### src/perf_event_pkg.sv
/*
 * Shared constants and carriers for the performance event selector:
 * event codes, unit masks, counter geometry, reset values and the
 * packed structs that carry the counter selections and the event strobes.
 * Assumes every strobe is a single-cycle pulse from logic on the core clock.
 */
package perf_event_pkg;

    localparam int         NUM_CTR         = 2;
    localparam int         CTR_W           = 40;
    localparam int         ID_W            = 8;
    localparam int         CTR_ZERO_IDX    = 0;

    // event codes
    localparam logic [7:0] EVT_DTLB_MISS   = 8'h08;
    localparam logic [7:0] EVT_DISAMBIG    = 8'h09;
    localparam logic [7:0] EVT_PAGE_WALK   = 8'h0C;
    localparam logic [7:0] EVT_FP_COMPUTE  = 8'h10;
    localparam logic [7:0] EVT_FP_HELP     = 8'h11;
    localparam logic [7:0] EVT_MULTIPLY    = 8'h12;

    // unit masks
    localparam logic [7:0] UM_NONE         = 8'h00;
    localparam logic [7:0] UM_STORE_MISS   = 8'h08;
    localparam logic [7:0] UM_DIS_RESET    = 8'h01;
    localparam logic [7:0] UM_DIS_SUCCESS  = 8'h02;
    localparam logic [7:0] UM_WALK_COUNT   = 8'h01;
    localparam logic [7:0] UM_WALK_CYCLES  = 8'h02;

    // values after reset
    localparam logic [CTR_W-1:0] CTR_RESET = 40'h00_0000_0000;
    localparam logic [ID_W-1:0]  ID_RESET  = 8'h00;

    typedef struct packed {
        logic       enable;
        logic [7:0] event_code;
        logic [7:0] unit_mask;
    } ctr_sel_t;

    typedef struct packed {
        logic            store_translation_miss_event;
        logic            load_order_speculation_success;
        logic            disamb_mispredict;
        logic [ID_W-1:0] disamb_load_id;
        logic            disamb_restart_done;
        logic            walk_start_dtlb;
        logic            walk_start_itlb;
        logic            walk_done;
        logic            float_compute_uop_event;
        logic            vec_denormal_input;
        logic            vec_underflow_result;
        logic            denormal_input_zeroing_flag;
        logic            underflow_result_zeroing_flag;
        logic            stack_nan_or_denormal_load;
        logic            stack_divide_by_zero;
        logic            stack_underflow_output;
        logic            multiply_event_int;
        logic            multiply_event_float;
    } core_events_t;

endpackage : perf_event_pkg

### src/perf_event_select_decoder.sv
/*
 * Event selector and counter-increment logic for two general counters.
 * Each counter is steered by a programmed event code and unit mask pair;
 * the matching strobe advances it, except that float compute uops count on
 * counter zero only and float assists on counter one only. Also tracks the
 * disambiguation recovery window and the page walk window, and raises the
 * pipeline flush.
 * Assumes all inputs come from logic on ref_clk; no synchronisers needed.
 */
`timescale 1ns/1ns

module perf_event_select_decoder
    import perf_event_pkg::*;
(
    input  logic                            ref_clk,
    input  logic                            rst_b,
    input  ctr_sel_t [NUM_CTR-1:0]          counter_select,
    input  core_events_t                    events,
    output logic [NUM_CTR-1:0][CTR_W-1:0]   count_value,
    output logic                            pipe_flush,
    output logic [ID_W-1:0]                 restart_load_id,
    output logic                            disamb_busy,
    output logic                            walk_busy
);

    logic                   disamb_busy_reg;
    logic                   walk_busy_reg;
    logic                   pipe_flush_reg;
    logic [ID_W-1:0]        restart_id_reg;
    logic                   walk_start;
    logic                   float_microcode_help_event;
    logic [1:0]             inc [NUM_CTR];
    logic [CTR_W-1:0]       ctr_reg [NUM_CTR];

    assign walk_start = events.walk_start_dtlb | events.walk_start_itlb;

    // vector cases depend on the zeroing flags, stack cases do not
    assign float_microcode_help_event =
        (events.vec_denormal_input & ~events.denormal_input_zeroing_flag) |
        (events.vec_underflow_result & ~events.underflow_result_zeroing_flag) |
        events.stack_nan_or_denormal_load |
        events.stack_divide_by_zero |
        events.stack_underflow_output;

    // recovery window opens on a mispredict; a new one wins over done
    always_ff @(posedge ref_clk) begin
        if (!rst_b) begin
            disamb_busy_reg <= 1'b0;
        end else if (events.disamb_mispredict) begin
            disamb_busy_reg <= 1'b1;
        end else if (events.disamb_restart_done) begin
            disamb_busy_reg <= 1'b0;
        end
    end

    // flush is a one-cycle request carrying the load to restart from
    always_ff @(posedge ref_clk) begin
        if (!rst_b) begin
            pipe_flush_reg <= 1'b0;
            restart_id_reg <= ID_RESET;
        end else begin
            pipe_flush_reg <= events.disamb_mispredict;
            if (events.disamb_mispredict) begin
                restart_id_reg <= events.disamb_load_id;
            end
        end
    end

    // back-to-back walks: a start in the done cycle keeps the window open
    always_ff @(posedge ref_clk) begin
        if (!rst_b) begin
            walk_busy_reg <= 1'b0;
        end else if (walk_start) begin
            walk_busy_reg <= 1'b1;
        end else if (events.walk_done) begin
            walk_busy_reg <= 1'b0;
        end
    end

    assign pipe_flush      = pipe_flush_reg;
    assign restart_load_id = restart_id_reg;
    assign disamb_busy     = disamb_busy_reg;
    assign walk_busy       = walk_busy_reg;

    function automatic logic [1:0] event_increment(
        input ctr_sel_t     sel,
        input logic         is_zero,
        input core_events_t e,
        input logic         walk_on,
        input logic         walk_go,
        input logic         dis_on,
        input logic         help
    );
        logic [1:0] step;
        step = 2'h0;
        if (sel.enable) begin
            case ({sel.event_code, sel.unit_mask})
                // no retire qualifier: speculative misses count as well
                {EVT_DTLB_MISS, UM_STORE_MISS}: begin
                    step = {1'b0, e.store_translation_miss_event};
                end
                {EVT_DISAMBIG, UM_DIS_RESET}: begin
                    step = {1'b0, dis_on};
                end
                {EVT_DISAMBIG, UM_DIS_SUCCESS}: begin
                    step = {1'b0, e.load_order_speculation_success};
                end
                {EVT_PAGE_WALK, UM_WALK_COUNT}: begin
                    step = {1'b0, walk_go};
                end
                {EVT_PAGE_WALK, UM_WALK_CYCLES}: begin
                    step = {1'b0, walk_on};
                end
                {EVT_FP_COMPUTE, UM_NONE}: begin
                    step = {1'b0, e.float_compute_uop_event & is_zero};
                end
                {EVT_FP_HELP, UM_NONE}: begin
                    step = {1'b0, help & ~is_zero};
                end
                {EVT_MULTIPLY, UM_NONE}: begin
                    step = {1'b0, e.multiply_event_int} +
                           {1'b0, e.multiply_event_float};
                end
                default: begin
                    step = 2'h0;
                end
            endcase
        end
        return step;
    endfunction : event_increment

    genvar gi;
    generate
        for (gi = 0; gi < NUM_CTR; gi++) begin : g_ctr
            localparam logic IS_ZERO = (gi == CTR_ZERO_IDX);

            assign inc[gi] = event_increment(counter_select[gi], IS_ZERO, events,
                                             walk_busy_reg, walk_start, disamb_busy_reg,
                                             float_microcode_help_event);

            // counters wrap silently; overflow handling lives elsewhere
            always_ff @(posedge ref_clk) begin
                if (!rst_b) begin
                    ctr_reg[gi] <= CTR_RESET;
                end else begin
                    ctr_reg[gi] <= ctr_reg[gi] + CTR_W'(inc[gi]);
                end
            end

            assign count_value[gi] = ctr_reg[gi];

            chk_store_miss_count: assert property (
                @(posedge ref_clk) disable iff (!rst_b)
                (counter_select[gi].enable && counter_select[gi].event_code == EVT_DTLB_MISS
                 && counter_select[gi].unit_mask == UM_STORE_MISS
                 && events.store_translation_miss_event)
                |=> (ctr_reg[gi] == $past(ctr_reg[gi]) + CTR_W'(1)))
                else $error("store miss did not advance counter");

            chk_disamb_cycles: assert property (
                @(posedge ref_clk) disable iff (!rst_b)
                (counter_select[gi].enable && counter_select[gi].event_code == EVT_DISAMBIG
                 && counter_select[gi].unit_mask == UM_DIS_RESET)
                |=> (ctr_reg[gi] == $past(ctr_reg[gi]) + CTR_W'($past(disamb_busy_reg))))
                else $error("disambiguation cycles miscounted");

            chk_disamb_success: assert property (
                @(posedge ref_clk) disable iff (!rst_b)
                (counter_select[gi].enable && counter_select[gi].event_code == EVT_DISAMBIG
                 && counter_select[gi].unit_mask == UM_DIS_SUCCESS)
                |=> (ctr_reg[gi] - $past(ctr_reg[gi])
                     == CTR_W'($past(events.load_order_speculation_success))))
                else $error("disambiguation success miscounted");

            chk_walk_starts: assert property (
                @(posedge ref_clk) disable iff (!rst_b)
                (counter_select[gi].enable && counter_select[gi].event_code == EVT_PAGE_WALK
                 && counter_select[gi].unit_mask == UM_WALK_COUNT
                 && (events.walk_start_dtlb || events.walk_start_itlb))
                |=> (ctr_reg[gi] == $past(ctr_reg[gi]) + CTR_W'(1)))
                else $error("page walk start not counted");

            chk_walk_cycles: assert property (
                @(posedge ref_clk) disable iff (!rst_b)
                (counter_select[gi].enable && counter_select[gi].event_code == EVT_PAGE_WALK
                 && counter_select[gi].unit_mask == UM_WALK_CYCLES && walk_busy_reg)
                |=> (ctr_reg[gi] == $past(ctr_reg[gi]) + CTR_W'(1)))
                else $error("page walk cycle not counted");

            chk_multiply_count: assert property (
                @(posedge ref_clk) disable iff (!rst_b)
                (counter_select[gi].enable && counter_select[gi].event_code == EVT_MULTIPLY
                 && counter_select[gi].unit_mask == UM_NONE
                 && events.multiply_event_int && events.multiply_event_float)
                |=> (ctr_reg[gi] == $past(ctr_reg[gi]) + CTR_W'(2)))
                else $error("two multiplies did not add two");

            chk_disabled_stable: assert property (
                @(posedge ref_clk) disable iff (!rst_b)
                (!counter_select[gi].enable) |=> $stable(ctr_reg[gi]))
                else $error("disabled counter moved");

            if (gi == CTR_ZERO_IDX) begin : g_zero
                chk_help_not_zero: assert property (
                    @(posedge ref_clk) disable iff (!rst_b)
                    (counter_select[gi].event_code == EVT_FP_HELP
                     && counter_select[gi].unit_mask == UM_NONE)
                    |=> $stable(ctr_reg[gi]))
                    else $error("assist event advanced counter zero");
                chk_fp_uop_zero: assert property (
                    @(posedge ref_clk) disable iff (!rst_b)
                    (counter_select[gi].enable && counter_select[gi].event_code == EVT_FP_COMPUTE
                     && counter_select[gi].unit_mask == UM_NONE
                     && events.float_compute_uop_event)
                    |=> (ctr_reg[gi] == $past(ctr_reg[gi]) + CTR_W'(1)))
                    else $error("float uop not counted on counter zero");
            end else begin : g_other
                chk_fp_uop_other: assert property (
                    @(posedge ref_clk) disable iff (!rst_b)
                    (counter_select[gi].event_code == EVT_FP_COMPUTE
                     && counter_select[gi].unit_mask == UM_NONE)
                    |=> $stable(ctr_reg[gi]))
                    else $error("float uop advanced wrong counter");
                chk_help_vector: assert property (
                    @(posedge ref_clk) disable iff (!rst_b)
                    (counter_select[gi].enable && counter_select[gi].event_code == EVT_FP_HELP
                     && counter_select[gi].unit_mask == UM_NONE
                     && events.vec_denormal_input && !events.denormal_input_zeroing_flag)
                    |=> (ctr_reg[gi] == $past(ctr_reg[gi]) + CTR_W'(1)))
                    else $error("vector denormal assist not counted");
                chk_help_underflow: assert property (
                    @(posedge ref_clk) disable iff (!rst_b)
                    (counter_select[gi].enable && counter_select[gi].event_code == EVT_FP_HELP
                     && counter_select[gi].unit_mask == UM_NONE
                     && events.vec_underflow_result && !events.underflow_result_zeroing_flag)
                    |=> (ctr_reg[gi] == $past(ctr_reg[gi]) + CTR_W'(1)))
                    else $error("vector underflow assist not counted");
                chk_help_stack: assert property (
                    @(posedge ref_clk) disable iff (!rst_b)
                    (counter_select[gi].enable && counter_select[gi].event_code == EVT_FP_HELP
                     && counter_select[gi].unit_mask == UM_NONE
                     && events.stack_divide_by_zero)
                    |=> (ctr_reg[gi] == $past(ctr_reg[gi]) + CTR_W'(1)))
                    else $error("stack assist not counted");
            end
        end
    endgenerate

    chk_flush_pulse: assert property (
        @(posedge ref_clk) disable iff (!rst_b)
        (events.disamb_mispredict && !$past(events.disamb_mispredict))
        |=> (pipe_flush && restart_load_id == $past(events.disamb_load_id)))
        else $error("mispredict did not flush with its load id");

    chk_flush_cause: assert property (
        @(posedge ref_clk) disable iff (!rst_b)
        pipe_flush |-> $past(events.disamb_mispredict))
        else $error("flush without mispredict");

    chk_disamb_window: assert property (
        @(posedge ref_clk) disable iff (!rst_b)
        (events.disamb_mispredict ##1 (!events.disamb_restart_done
                                       && !events.disamb_mispredict) [*2])
        |-> disamb_busy_reg)
        else $error("recovery window closed early");

    chk_disamb_close: assert property (
        @(posedge ref_clk) disable iff (!rst_b)
        (events.disamb_restart_done && !events.disamb_mispredict) |=> !disamb_busy)
        else $error("recovery window did not close");

    // a burst flushes every cycle, each cycle with its own load id
    chk_flush_every: assert property (
        @(posedge ref_clk) disable iff (!rst_b)
        events.disamb_mispredict
        |=> (pipe_flush && restart_load_id == $past(events.disamb_load_id)))
        else $error("mispredict cycle without matching flush");

    // start wins over done, so only a lone done may close the window
    chk_walk_open: assert property (
        @(posedge ref_clk) disable iff (!rst_b)
        (events.walk_start_dtlb || events.walk_start_itlb)
        |=> walk_busy)
        else $error("page walk window did not open");

    chk_walk_close: assert property (
        @(posedge ref_clk) disable iff (!rst_b)
        (events.walk_done && !events.walk_start_dtlb && !events.walk_start_itlb)
        |=> !walk_busy)
        else $error("page walk window did not close");

endmodule : perf_event_select_decoder

### config.mk
export PLATFORM = sky130hd
export DESIGN_NAME = perf_event_select_decoder
export DESIGN_NICKNAME = d
export VERILOG_FILES = /design/src/perf_event_pkg.sv /design/src/perf_event_select_decoder.sv
export SDC_FILE = /design/constraint.sdc
export NUM_CORES = 1
export LEC_CHECK = 0
export ABC_AREA = 1
export ABC_CLOCK_PERIOD_IN_PS = 2700
export BUFFER_PORTS_ARGS = -buffer_cell sky130_fd_sc_hd__buf_2
export CAP_MARGIN = 20
export CORE_MARGIN = 1
export CORE_UTILIZATION = 48
export DETAILED_ROUTE_END_ITERATION = 8
export PLACE_DENSITY = 0.74
export SLEW_MARGIN = 20
export SYNTH_ARGS = -nofsm -noshare
export SYNTH_HDL_FRONTEND = slang
export SYNTH_SLANG_ARGS = --single-unit
### constraint.sdc
create_clock -name ref_clk -period 2.7 [get_ports ref_clk]
set_input_delay 0 -clock ref_clk [delete_from_list [all_inputs] [get_ports ref_clk]]
set_output_delay 0 -clock ref_clk [all_outputs]
set_load 0.05 [all_outputs]
Word level (Yosys, flattened, before mapping)
Memories as Yosys holds them, arrays and structs flattened. Cells that the tools add are included.

Add/subtract/negate cells: 3. Multipliers: 0. Divide/modulo/power cells: 0. Order comparisons: 0. Eq/ne operators: 14. Shift operators: 0. Muxes and demuxes: 12. Bitwise logic cells: 11. Reductions and logical operators: 2.

Operators by type and width (number): 16-bit by 12-bit == test with 1-bit output (second input constant) (10); 40-bit by 2-bit adder with 40-bit output (2); 40-bit 2-to-1 mux (2); 16-bit by 13-bit == test with 1-bit output (second input constant) (4); 2-bit case mux with 7 select lines (2); 1-bit bitwise OR (7); 1-bit 2-to-1 mux (6); 2-bit 2-to-1 mux (2); 2-bit nonzero test (2); 1-bit by 1-bit adder with 2-bit output (1); 1-bit bitwise AND (2); 1-bit inverter (2).

Bits in registers: 11. Latch bits: 0. RAM bits: 80. Memory bits (read-only): 0. Input port bits: 61. Output and inout port bits: 91. Logic and storage cells: 47. Memories: 1.

Memories: ctr_reg (words 2, bits a word 40, read ports 2, clocked after memory_dff 0, wr ports 2, line perf_event_select_decoder.sv:33) `logic [CTR_W-1:0] ctr_reg [NUM_CTR];`.

Depth between registers and ports, before layout
Gate-level depths: netlist (run 1).

Word-level depth: 10. Gate-level depth with buffers: 23. Gate-level depth less buffers: 22.

Worst setup path after synthesis (run 1)
No wires, ideal clock.

Kind: flip-flop to flip-flop. Start point: reg disamb_busy_reg (netlist: disamb_busy). End point: mem ctr_reg[0][26]. Library setup time: 117 ps. Arrival time: 2468 ps. Data required time: 2583 ps. Setup slack: 115 ps. Cell stages (with the launch flop): 18. Path buffers: 0. Period minus slack after synthesis: 2585 ps. Cell sequence: dfxtp_1 -> nand3_1 -> nand2_1 -> inv_1 -> nand2_1 -> nor2_1 -> nor2_1 -> ha_1 -> inv_1 -> fa_1 -> nor2_2 -> nand2_2 -> inv_2 -> nand3b_1 -> nor2_1 -> nand3_1 -> nand2_1 -> nor2_1.

RTL lines: start, declared (line perf_event_select_decoder.sv:26) `logic disamb_busy_reg;`; start signal, assigned (line perf_event_select_decoder.sv:48) `disamb_busy_reg <= 1'b0;`; start signal, assigned (line perf_event_select_decoder.sv:50) `disamb_busy_reg <= 1'b1;`; start signal, assigned (line perf_event_select_decoder.sv:52) `disamb_busy_reg <= 1'b0;`; end, declared (line perf_event_select_decoder.sv:33).

==> results of run 1 <==
[cells by family (layout without fill, tap and decap cells)]
family	after synthesis	after routing	synth area share
adders and majority gates	7	7	0.01887
xor gates and xnor gates	15	15	0.02417
and+or+nand+nor	571	571	0.4617
AOI/OAI and AO/OA	79	79	0.07572
buffers and inverters	120	298	0.08446
DFF	91	91	0.3351
[stage by stage]
| stage | cells | hold WS (ps) |
|---|---|---|
| 2_1_floorplan | 883 | 134.9 |
| 3_3_place_gp | 1172 | 224.0 |
| 3_5_place_dp | 1172 | 232.7 |
| 4_1_cts | 1201 | 88.27 |
| 5_1_grt | 1201 | 136.1 |
| 6_report | 1201 | 99.91 |
[per-layer routing]
layer  GRT usage  vias up  share of wire
li1            -     3143              -
met1      0.3306     2629           0.45
met2      0.4675      176           0.47
met3     0.05124       26          0.055
met4      0.1149        0          0.029
met5           0        -              0
[power by group]
part / switching [mW] / internal [mW] / total [mW]
sequential: 0.00665 / 1.35 / 1.36
clock: 0.522 / 0.729 / 1.25
combinational: 0.122 / 0.0760 / 0.198
[placed cells by master, fill, tap and decap left out, drive strengths merged]
cell type	synthesis	final
inv	109	110
and2	4	4
clkbuf	10	14
dlygate4sd3	0	13
buf	1	160
a21oi	51	51
dfxtp	91	91
fa	2	2
xnor2	2	2
nand3b	14	14
clkinvlp	0	1
nor3	23	23
xor2	13	13
nand2	238	238
ha	5	5
o21bai	2	2
or2	7	7
nand4	20	20
nand3	61	61
o21a	3	3
nor2	204	204
o21ai	23	23
[repair_timing]
item | 4_1_cts | 5_1_grt
hold buffers | 13 | 0
endpoints found under the setup margin | 0 | 2
hold endpoints to repair | 11 | 0
gates resized for setup | 0 | 1
[final cells by class]
cell class	count	share of cell area
Clock buffer	14	0.04166
Clock inverter	2	0.002386
Inverter	109	0.06001
Tap cell	140	0.02569
Sequential cell	91	0.2672
Multi-Input combinational cell	672	0.4632
Timing Repair Buffer	173	0.1398
[path summary, 6_finish.rpt]
kind | startpoint | to | slack [ps] | cells after the start
worst max-delay path | disamb_busy | ctr_reg[0][30] | 320 | 17
worst min-delay path | rst_b | ctr_reg[1][8] | 100 | 3
worst min register to register | ctr_reg[0][37] | ctr_reg[0][37] | 480 | 2
worst max register to register | disamb_busy | ctr_reg[0][30] | 320 | 17
[worst max-delay path: cells and delay by family, from the launching register on]
family,cells,cell delay (ps)
AND/OR/NAND/NOR,11,1060
adder cells (fa/ha/maj),2,550
flip-flops,1,410
buffers and inverters,3,170
AO/OA/AOI/OAI,1,60
==> impl_results.md, run 1 <==
- Core Region: 10940 um2
- Actual slew at the worst max-slew pin: 453.5 ps
- Skew final: 8.961 ps
- GRT Overall Usage: 0.2721
- Slew Viols, Final: 0
- Synth Cell Area: 5436 um2
- Yosys top cell area share: 0.3351
- PD cells: 412.0 nW/um2
- Synth Instances: 883
- Initial Util: 0.4971
- Initial antenna violation count: 0
- Worst-path maximum fanout: 5
- Placed Area: 6385 um2
- Post-synth top area cell: dfxtp_1
- Final hold violations: 0
- CP max-delay cell: dfxtp_1
- Ys Warns: 0
- CTS tree: built
- TritonCTS Buffers: 9
- Area grow syn2layout: 25.41%
- Class of the worst hold path: primary input to flop
- Unique masters post-synth: 30
- Final worst slack: 315.9 ps
- Avg Vias per Cell: 4.974
- CP required: 2930 ps
- Footprint of the multi-input gates: 3158 um2
- Antenna cells: 0
- Delay of the slowest critical-path stage: 410 ps
- Slew headroom: 0.6972
- Leak pwr: 2.894 nW
- Seq/Total Area, Yosys: 0.3351
- IO Count: 152
- Crit-path cells: nand3_1 > nand2_1 > inv_1 > nand2_1 > nor2_1 > nor2_1 > ha_1 > inv_1 > fa_1 > nor2_2 > nand2_2 > nor2_2 > inv_1 > nor2_1 > nand2_1 > nand2_1 > a21oi_1
- Die width: 108.4 um
- Ys flop type: dfxtp_1
- Grt ovf: 0
- Largest net degree at the start of global routing: 38
- Post-DP HPWL: 11640 um
- Root buffer cell: clkbuf_16
- Worst setup SP type: flop
- Min Tclk post-route: 2384 ps
- Port Buf Inserts: 151
- Final instance area: 6818 um2
- Fmax: 419.5 MHz
- Vias in the first global route: 5550
- Drc violations: 0
- Ys async rst share: 0
- Critical path class: flop to flop
- Longest Clk Path Bufs: 2
- Total of max-cap violations: 0
- Core Rows: 38
- Synth area leaders: dfxtp_1 34%, nand2_1 16%, nor2_1 13%
- Layout cells sized above 1: 0.2026
- Post-route ant nets: 0
- Finish-stage setup viols: 0
- Die area: 11760 um2
- Largest register FFs: 80
- Fillers: 1079
- Count leader, synth: nand2_1
- Iteration-0 DRC Markers: 335
- Critical Path Sink Type: flop
- Peak supply drop: 368.3 uV
- First-pass GRT wire length: 25160 um
- GP Congestion: 0.9286
- Clock sinks: 91
- Post-CTS Setup Inserts: 0
- Syn_nets: 951
- DRT Pass-1 Iters: 6
- Clk_lat worst skew: 350 ps
- Setup TNS: 0 ps
- Dpl ws: -20.00 ps
- Die Y: 108.4 um
- Nets: 1124
- Overall via count from detail_route: 5974
- Clk slew on worst S/H paths: 60 ps
- Total power: 2.809 mW
- Post-synth top cells: 231 x nand2_1, 187 x nor2_1, 104 x inv_1
- RSZ-0062 raised after global routing: no
- Critical path's most frequent cell: nand2_1
- Avg Inst Size Synth: 6.157 um2
- Depth of the CTS H-tree: 3
- Worst EP arrival: 2610 ps
- Core Util, Final: 0.6235
- Number of synthesized flops with an enable pin: 0
- Status: complete, no violations
- WL/cell: 12.38 um
- Storage element area: 1822 um2
- Synth Register Bits: 91
- Total Wirelength: 14860 um
- Part of the cycle the worst path needs: 0.8830
Note: power is estimated with default switching activity, not from simulation.
==> run 2: changes to the inputs <==
--- a/config.mk
+++ b/config.mk
@@ -6,13 +6,14 @@
 export NUM_CORES = 1
 export LEC_CHECK = 0
 export ABC_AREA = 1
-export ABC_CLOCK_PERIOD_IN_PS = 2700
+export ABC_CLOCK_PERIOD_IN_PS = 2500
 export BUFFER_PORTS_ARGS = -buffer_cell sky130_fd_sc_hd__buf_2
 export CAP_MARGIN = 20
 export CORE_MARGIN = 1
-export CORE_UTILIZATION = 48
+export CORE_UTILIZATION = 53
 export DETAILED_ROUTE_END_ITERATION = 8
-export PLACE_DENSITY = 0.74
+export GPL_TIMING_DRIVEN = 1
+export PLACE_DENSITY = 0.81
 export SLEW_MARGIN = 20
 export SYNTH_ARGS = -nofsm -noshare
 export SYNTH_HDL_FRONTEND = slang
==> constraint.sdc (replaced) <==
create_clock -name ref_clk -period 2.5 [get_ports ref_clk]
set_input_delay 0 -clock ref_clk [delete_from_list [all_inputs] [get_ports ref_clk]]
set_output_delay 0 -clock ref_clk [all_outputs]
set_load 0.05 [all_outputs]
==> run 2 against run 1 <==
Compared with the run above:
- clock power decreased by 20%
- die area decreased by 9.3%
- first-iteration DRC count shrank 22%
- worst hold slack better by 34 ps
- clock-buffer cell count is 3 lower
- clock skew rose by 11 ps
- sequential power rose by 8%
- maximum frequency increased by 2.8%
- total power decreased by 4.4%
- setup slack got worse by 140 ps
- critical endpoint is now ctr_reg[0][28]
- largest cell class unchanged
- highest routed layer unchanged
==> impl_results.md, run 2 (synthesized netlist as in run 1, its figures left out) <==
- WL/cell: 12.31 um
- RR Startpoint: disamb_busy
- IO Count: 152
- Actual slew at the worst max-slew pin: 759.4 ps
- Peak supply drop: 438.6 uV
- Worst-path maximum fanout: 4
- Critical Path Sink Type: flop
- Depth of the CTS H-tree: 3
- Drc violations: 0
- First-pass GRT wire length: 24300 um
- CP required: 2780 ps
- Fmax: 431.2 MHz
- Longest Clk Path Bufs: 2
- Core Rows: 36
- Initial antenna violation count: 0
- Vias in the first global route: 5515
- Core Region: 9864 um2
- Skew final: 20.28 ps
- Avg Vias per Cell: 5.060
- Switch share: 0.2436
- GP Congestion: 0.9019
- Final instance area: 6882 um2
- R2R setup slack: 180 ps
- Class of the worst hold path: primary input to flop
- Final worst slack: 180.6 ps
- Clock sinks: 91
- Slew headroom: 0.4930
- Layout cells sized above 1: 0.2266
- Clk slew on worst S/H paths: 90 ps
- Port Buf Inserts: 151
- Die Y: 103.3 um
- Part of the cycle the worst path needs: 0.9277
- Finish-stage setup viols: 0
- Most frequent cells in the layout: 231 x nand2_1, 179 x nor2_1, 151 x buf_2
- Die area: 10670 um2
- Critical path class: flop to flop
- Capturing point of the worst reg2reg path: ctr_reg[0][28]
- Net Sw Power: 0.6544 mW
- TritonCTS Buffers: 9
- Clk pwr share: 0.371
- Gate power share: 0.082
- Placed Area: 6536 um2
- Status: complete, no violations
- Clk_lat worst skew: 360 ps
- Reg2Reg Depth: 16
- Area grow syn2layout: 26.58%
- Largest net degree at the start of global routing: 43
- Root buffer cell: clkbuf_8
- Slew Viols, Final: 0
- Footprint of the multi-input gates: 3178 um2
- RSZ-0062 raised after global routing: no
- Worst setup path startpoint: disamb_busy
- Worst setup SP type: flop
- Min Tclk post-route: 2319 ps
- Post-route ant nets: 0
- Crit path to: ctr_reg[0][28]
- Grt ovf: 0
- Total Wirelength: 14940 um
- Commonest non-fill, non-tap cell in the layout: nand2_1
- Nets: 1145
- Fillers: 886
- Die width: 103.3 um
- CTS tree: built
- Storage element area: 1824 um2
- Largest register FFs: 80
- Internal power: 2.032 mW
- Reg power frac: 0.547
- Post-DP HPWL: 11480 um
- Dpl ws: -177.8 ps
- Iteration-0 DRC Markers: 261
- Leak pwr: 2.949 nW
- DRT Pass-1 Iters: 5
- Worst EP arrival: 2600 ps
- Initial Util: 0.5511
- Overall via count from detail_route: 6143
- GRT Overall Usage: 0.2921
- PD cells: 390.3 nW/um2
- Antenna cells: 0
- Final hold violations: 0
- Total of max-cap violations: 0
-- run 2: cell count changes in the layout (fill, tap and decap cells not counted), moves of 2 or more --
cell       previous run  this run
dfxtp_1              91        89
nor2_1              186       179
clkbuf_16             9         0
clkbuf_8              4        10
dfxtp_2               0         2
buf_4                 9        30
nor2_2               13        20
-- run 2: power groups by stage --
stage	clock network [mW]	registers (mW)	logic [mW]
detailed placement	0	1.50	0.202
global placement	0	1.50	0.199
CTS	1.02	1.47	0.219
finish	0.996	1.47	0.221
global route	1.08	1.47	0.246
floorplan	0	1.54	0.0715
-- run 2: worst min-delay path by stage --
stage                  startpoint                 end  slack (ps)  depth (start not counted)
2_1_floorplan          events[17]  restart_load_id[3]         130                          2
3_3_place_gp           events[16]  restart_load_id[2]         220                          3
3_5_place_dp           events[16]  restart_load_id[2]         240                          3
4_1_cts        counter_select[33]       ctr_reg[1][1]          90                          4
5_1_grt        counter_select[33]       ctr_reg[1][1]         160                          4
6_report       counter_select[16]       ctr_reg[0][0]         130                          6
-- run 2: timing repair --
action	4_1_cts	5_1_grt
setup buffers	0	0
hold endpoints to repair	11	0
gates resized for setup	0	9
hold buffers	13	0
setup endpoints to repair	0	12
-- run 2: per-stage QoR --
step                hold WS (ps)  setup TNS, ps  utilization  total power [mW]  instances
CTS                        91.99              0       0.6953             2.706       1214
floorplan                  134.9              0            -             1.615        883
detailed placement         236.2          -1984       0.6626             1.704       1186
global route               157.1              0       0.6976             2.797       1214
global placement           223.1         -887.7       0.6626             1.700       1186
finish                     133.6              0       0.6976             2.686       1214
-- run 2: area by class of cell --
type / instances / area share
clock buffers: 11 / 0.02055
clock inverters: 4 / 0.007455
inverters: 109 / 0.05945
multi-input cells: 672 / 0.4618
flip-flops and latches: 91 / 0.2651
well taps: 133 / 0.02418
repair buffers: 194 / 0.1615
-- run 2: critical path: stages (launching register included) --
cell and delay [ps]:
dfxtp_2 390, nand3_1 80, nand2_1 80, inv_1 40, nand2_1 50, nor2_1 30, nor2_1 80, ha_1 160
inv_1 50, fa_1 390, nor2_2 150, nand2_2 90, buf_4 150, nor2_2 120, nand2_1 80, or2_0 200
a21oi_1 110
-- run 2: routing by layer --
metal	up-vias	part of all wire	GRT usage	routed length, um
met5	-	0	0	0
met4	0	0.025	0.1008	374
met3	34	0.065	0.05309	964
met2	208	0.48	0.5256	7164
met1	2724	0.43	0.3493	6438
li1	3177	-	-	-
==> run 3: changes to the inputs <==
--- a/config.mk
+++ b/config.mk
@@ -12,8 +12,8 @@
 export CORE_MARGIN = 1
 export CORE_UTILIZATION = 53
 export DETAILED_ROUTE_END_ITERATION = 8
-export GPL_TIMING_DRIVEN = 1
 export PLACE_DENSITY = 0.81
+export RECOVER_POWER = 50
 export SLEW_MARGIN = 20
 export SYNTH_ARGS = -nofsm -noshare
 export SYNTH_HDL_FRONTEND = slang
==> run 3 against run 2 <==
Compared with the run above:
- utilization decreased by 1.0 points
- sequential share of layout area increased by 0.40 points
- critical endpoint unchanged
- clock power decreased by 0.5%
- worst hold slack got worse by 1.4 ps
- die area unchanged
- wire length about the same
- maximum frequency decreased by 0.13%
- total power decreased by 0.32%
- clock skew decreased by 4.1 ps
- largest power group unchanged
- global-route usage unchanged
- final cell count unchanged
- non-clock buffer count unchanged
==> impl_results.md, run 3 (synthesized netlist as in run 1, its figures left out) <==
- Core Util, Final: 0.6872
- Total of max-cap violations: 0
- Clk_lat worst skew: 360 ps
- Worst-path maximum fanout: 4
- Worst setup SP type: flop
- Layout cells sized above 1: 0.1508
- Core Rows: 36
- Final instance area: 6779 um2
- Longest Clk Path Bufs: 2
- DRT Pass-1 Iters: 5
- GP Congestion: 0.9019
- Placed Area: 6536 um2
- GRT Max-Usage Layer: met2
- Largest net degree at the start of global routing: 43
- Post-route ant nets: 0
- CP required: 2790 ps
- RSZ-0062 raised after global routing: no
- Initial antenna violation count: 0
- Slew Viols, Final: 0
- Overall via count from detail_route: 6150
- Met3 Use GR: 0.05309
- IO Count: 152
- Non-filler instance count after layout: 1214
- Final Hold Slack: 132.2 ps
- Worst EP arrival: 2610 ps
- GRT Overall Usage: 0.2921
- Net Sw Power: 0.6498 mW
- Most frequent cells in the layout: 231 x nand2_1, 179 x nor2_1, 104 x inv_1
- Avg Vias per Cell: 5.066
- Nets: 1145
- Critical path class: flop to flop
- Setup TNS: 0 ps
- WL/cell: 12.31 um
- Finish-stage setup viols: 0
- Dpl ws: -177.8 ps
- Gate power share: 0.081
- CTS tree: built
- Delay of the slowest critical-path stage: 390 ps
- Actual slew at the worst max-slew pin: 750.9 ps
- Critical path's most frequent cell: nand2_1
- Root buffer cell: clkbuf_8
- Skew final: 16.18 ps
- Final worst slack: 177.5 ps
- Total Wirelength: 14950 um
- Core Region: 9864 um2
- Class of the worst hold path: primary input to flop
- Commonest non-fill, non-tap cell in the layout: nand2_1
- Port Buf Inserts: 151
- CP max-delay cell: dfxtp_2
- Met2 Usage GRT: 0.5256
- Initial Util: 0.5511
- Internal power: 2.028 mW
- Clk pwr share: 0.370
- Slew headroom: 0.4987
- Vias in the first global route: 5515
- Depth of the CTS H-tree: 3
- Leak pwr: 2.597 nW
- Clk slew on worst S/H paths: 90 ps
- Area grow syn2layout: 24.70%
- Switch share: 0.2427
- Antenna cells: 0
- GR Util met1: 0.3493
- Final hold violations: 0
- Peak supply drop: 442.2 uV
- Status: complete, no violations
- First-pass GRT wire length: 24300 um
- Total power: 2.678 mW
- TritonCTS Buffers: 9
- Reg power frac: 0.549
- Critical Path Sink Type: flop
- Die width: 103.3 um
- Die Y: 103.3 um
- Drc violations: 0
- Crit-path cells: nand3_1 > nand2_1 > inv_1 > nand2_1 > nor2_1 > nor2_1 > ha_1 > inv_1 > fa_1 > nor2_2 > nand2_2 > buf_4 > nor2_2 > nand2_1 > or2_0 > a21oi_1
- Dpl cells: 1186
- Post-DP HPWL: 11480 um
- Largest register FFs: 80
- Min Tclk post-route: 2322 ps
- Die area: 10670 um2
- Clock sinks: 91
- Iteration-0 DRC Markers: 238
- Fmax: 430.6 MHz
- PD cells: 395.0 nW/um2
- Grt ovf: 0
- Part of the cycle the worst path needs: 0.9290
==> run 3: cell count changes in the layout (fill, tap and decap cells not counted), sizes merged <==
| cell | before | now |
|---|---|---|
| buf | 181 | 99 |
| clkbuf | 11 | 93 |
==> run 3: cell type report <==
class                   instances  area, um2
clock buffers                  11      141.4
well taps                     133      166.4
inverters                     109      409.1
multi-input cells             672       3178
repair buffers                194       1008
fillers                       939       3085
clock inverters                 4      51.30
flip-flops and latches         91       1824
==> run 3: worst max-delay path, delay by kind of cell, from the launching register on <==
family | cells | cell delay [ps]
compound gates | 1 | 110
fa+ha+maj | 2 | 550
buf+inv | 3 | 240
flops | 1 | 390
simple gates | 10 | 960
==> run 3: layer usage <==
metal,vias up,share of wire
met3,41,0.058
met2,205,0.47
li1,3171,-
met5,-,0
met4,0,0.030
met1,2733,0.44
==> run 3: worst paths after layout <==
kind / startpoint / endpoint / slack, ps / depth (start not counted)
worst min register to register: ctr_reg[0][37] / ctr_reg[0][37] / 490 / 2
worst max register to register: disamb_busy / ctr_reg[0][28] / 180 / 16
worst min-delay path: counter_select[16] / ctr_reg[0][0] / 130 / 6
worst max-delay path: disamb_busy / ctr_reg[0][28] / 180 / 16
==> run 3: what timing repair did <==
item / in CTS / in global routing
hold buffers: 13 / 0
endpoints found under the hold margin: 11 / 0
setup endpoints to repair: 0 / 12
buffers inserted: 0 / 0
gates resized for setup: 0 / 9
==> run 3: power by group through the flow <==
stage | combinational, mW | sequential (mW) | clock [mW]
detailed placement | 0.202 | 1.50 | 0
global route | 0.242 | 1.47 | 1.08
global placement | 0.199 | 1.50 | 0
CTS | 0.219 | 1.47 | 1.02
floorplan | 0.0715 | 1.54 | 0
finish | 0.218 | 1.47 | 0.991
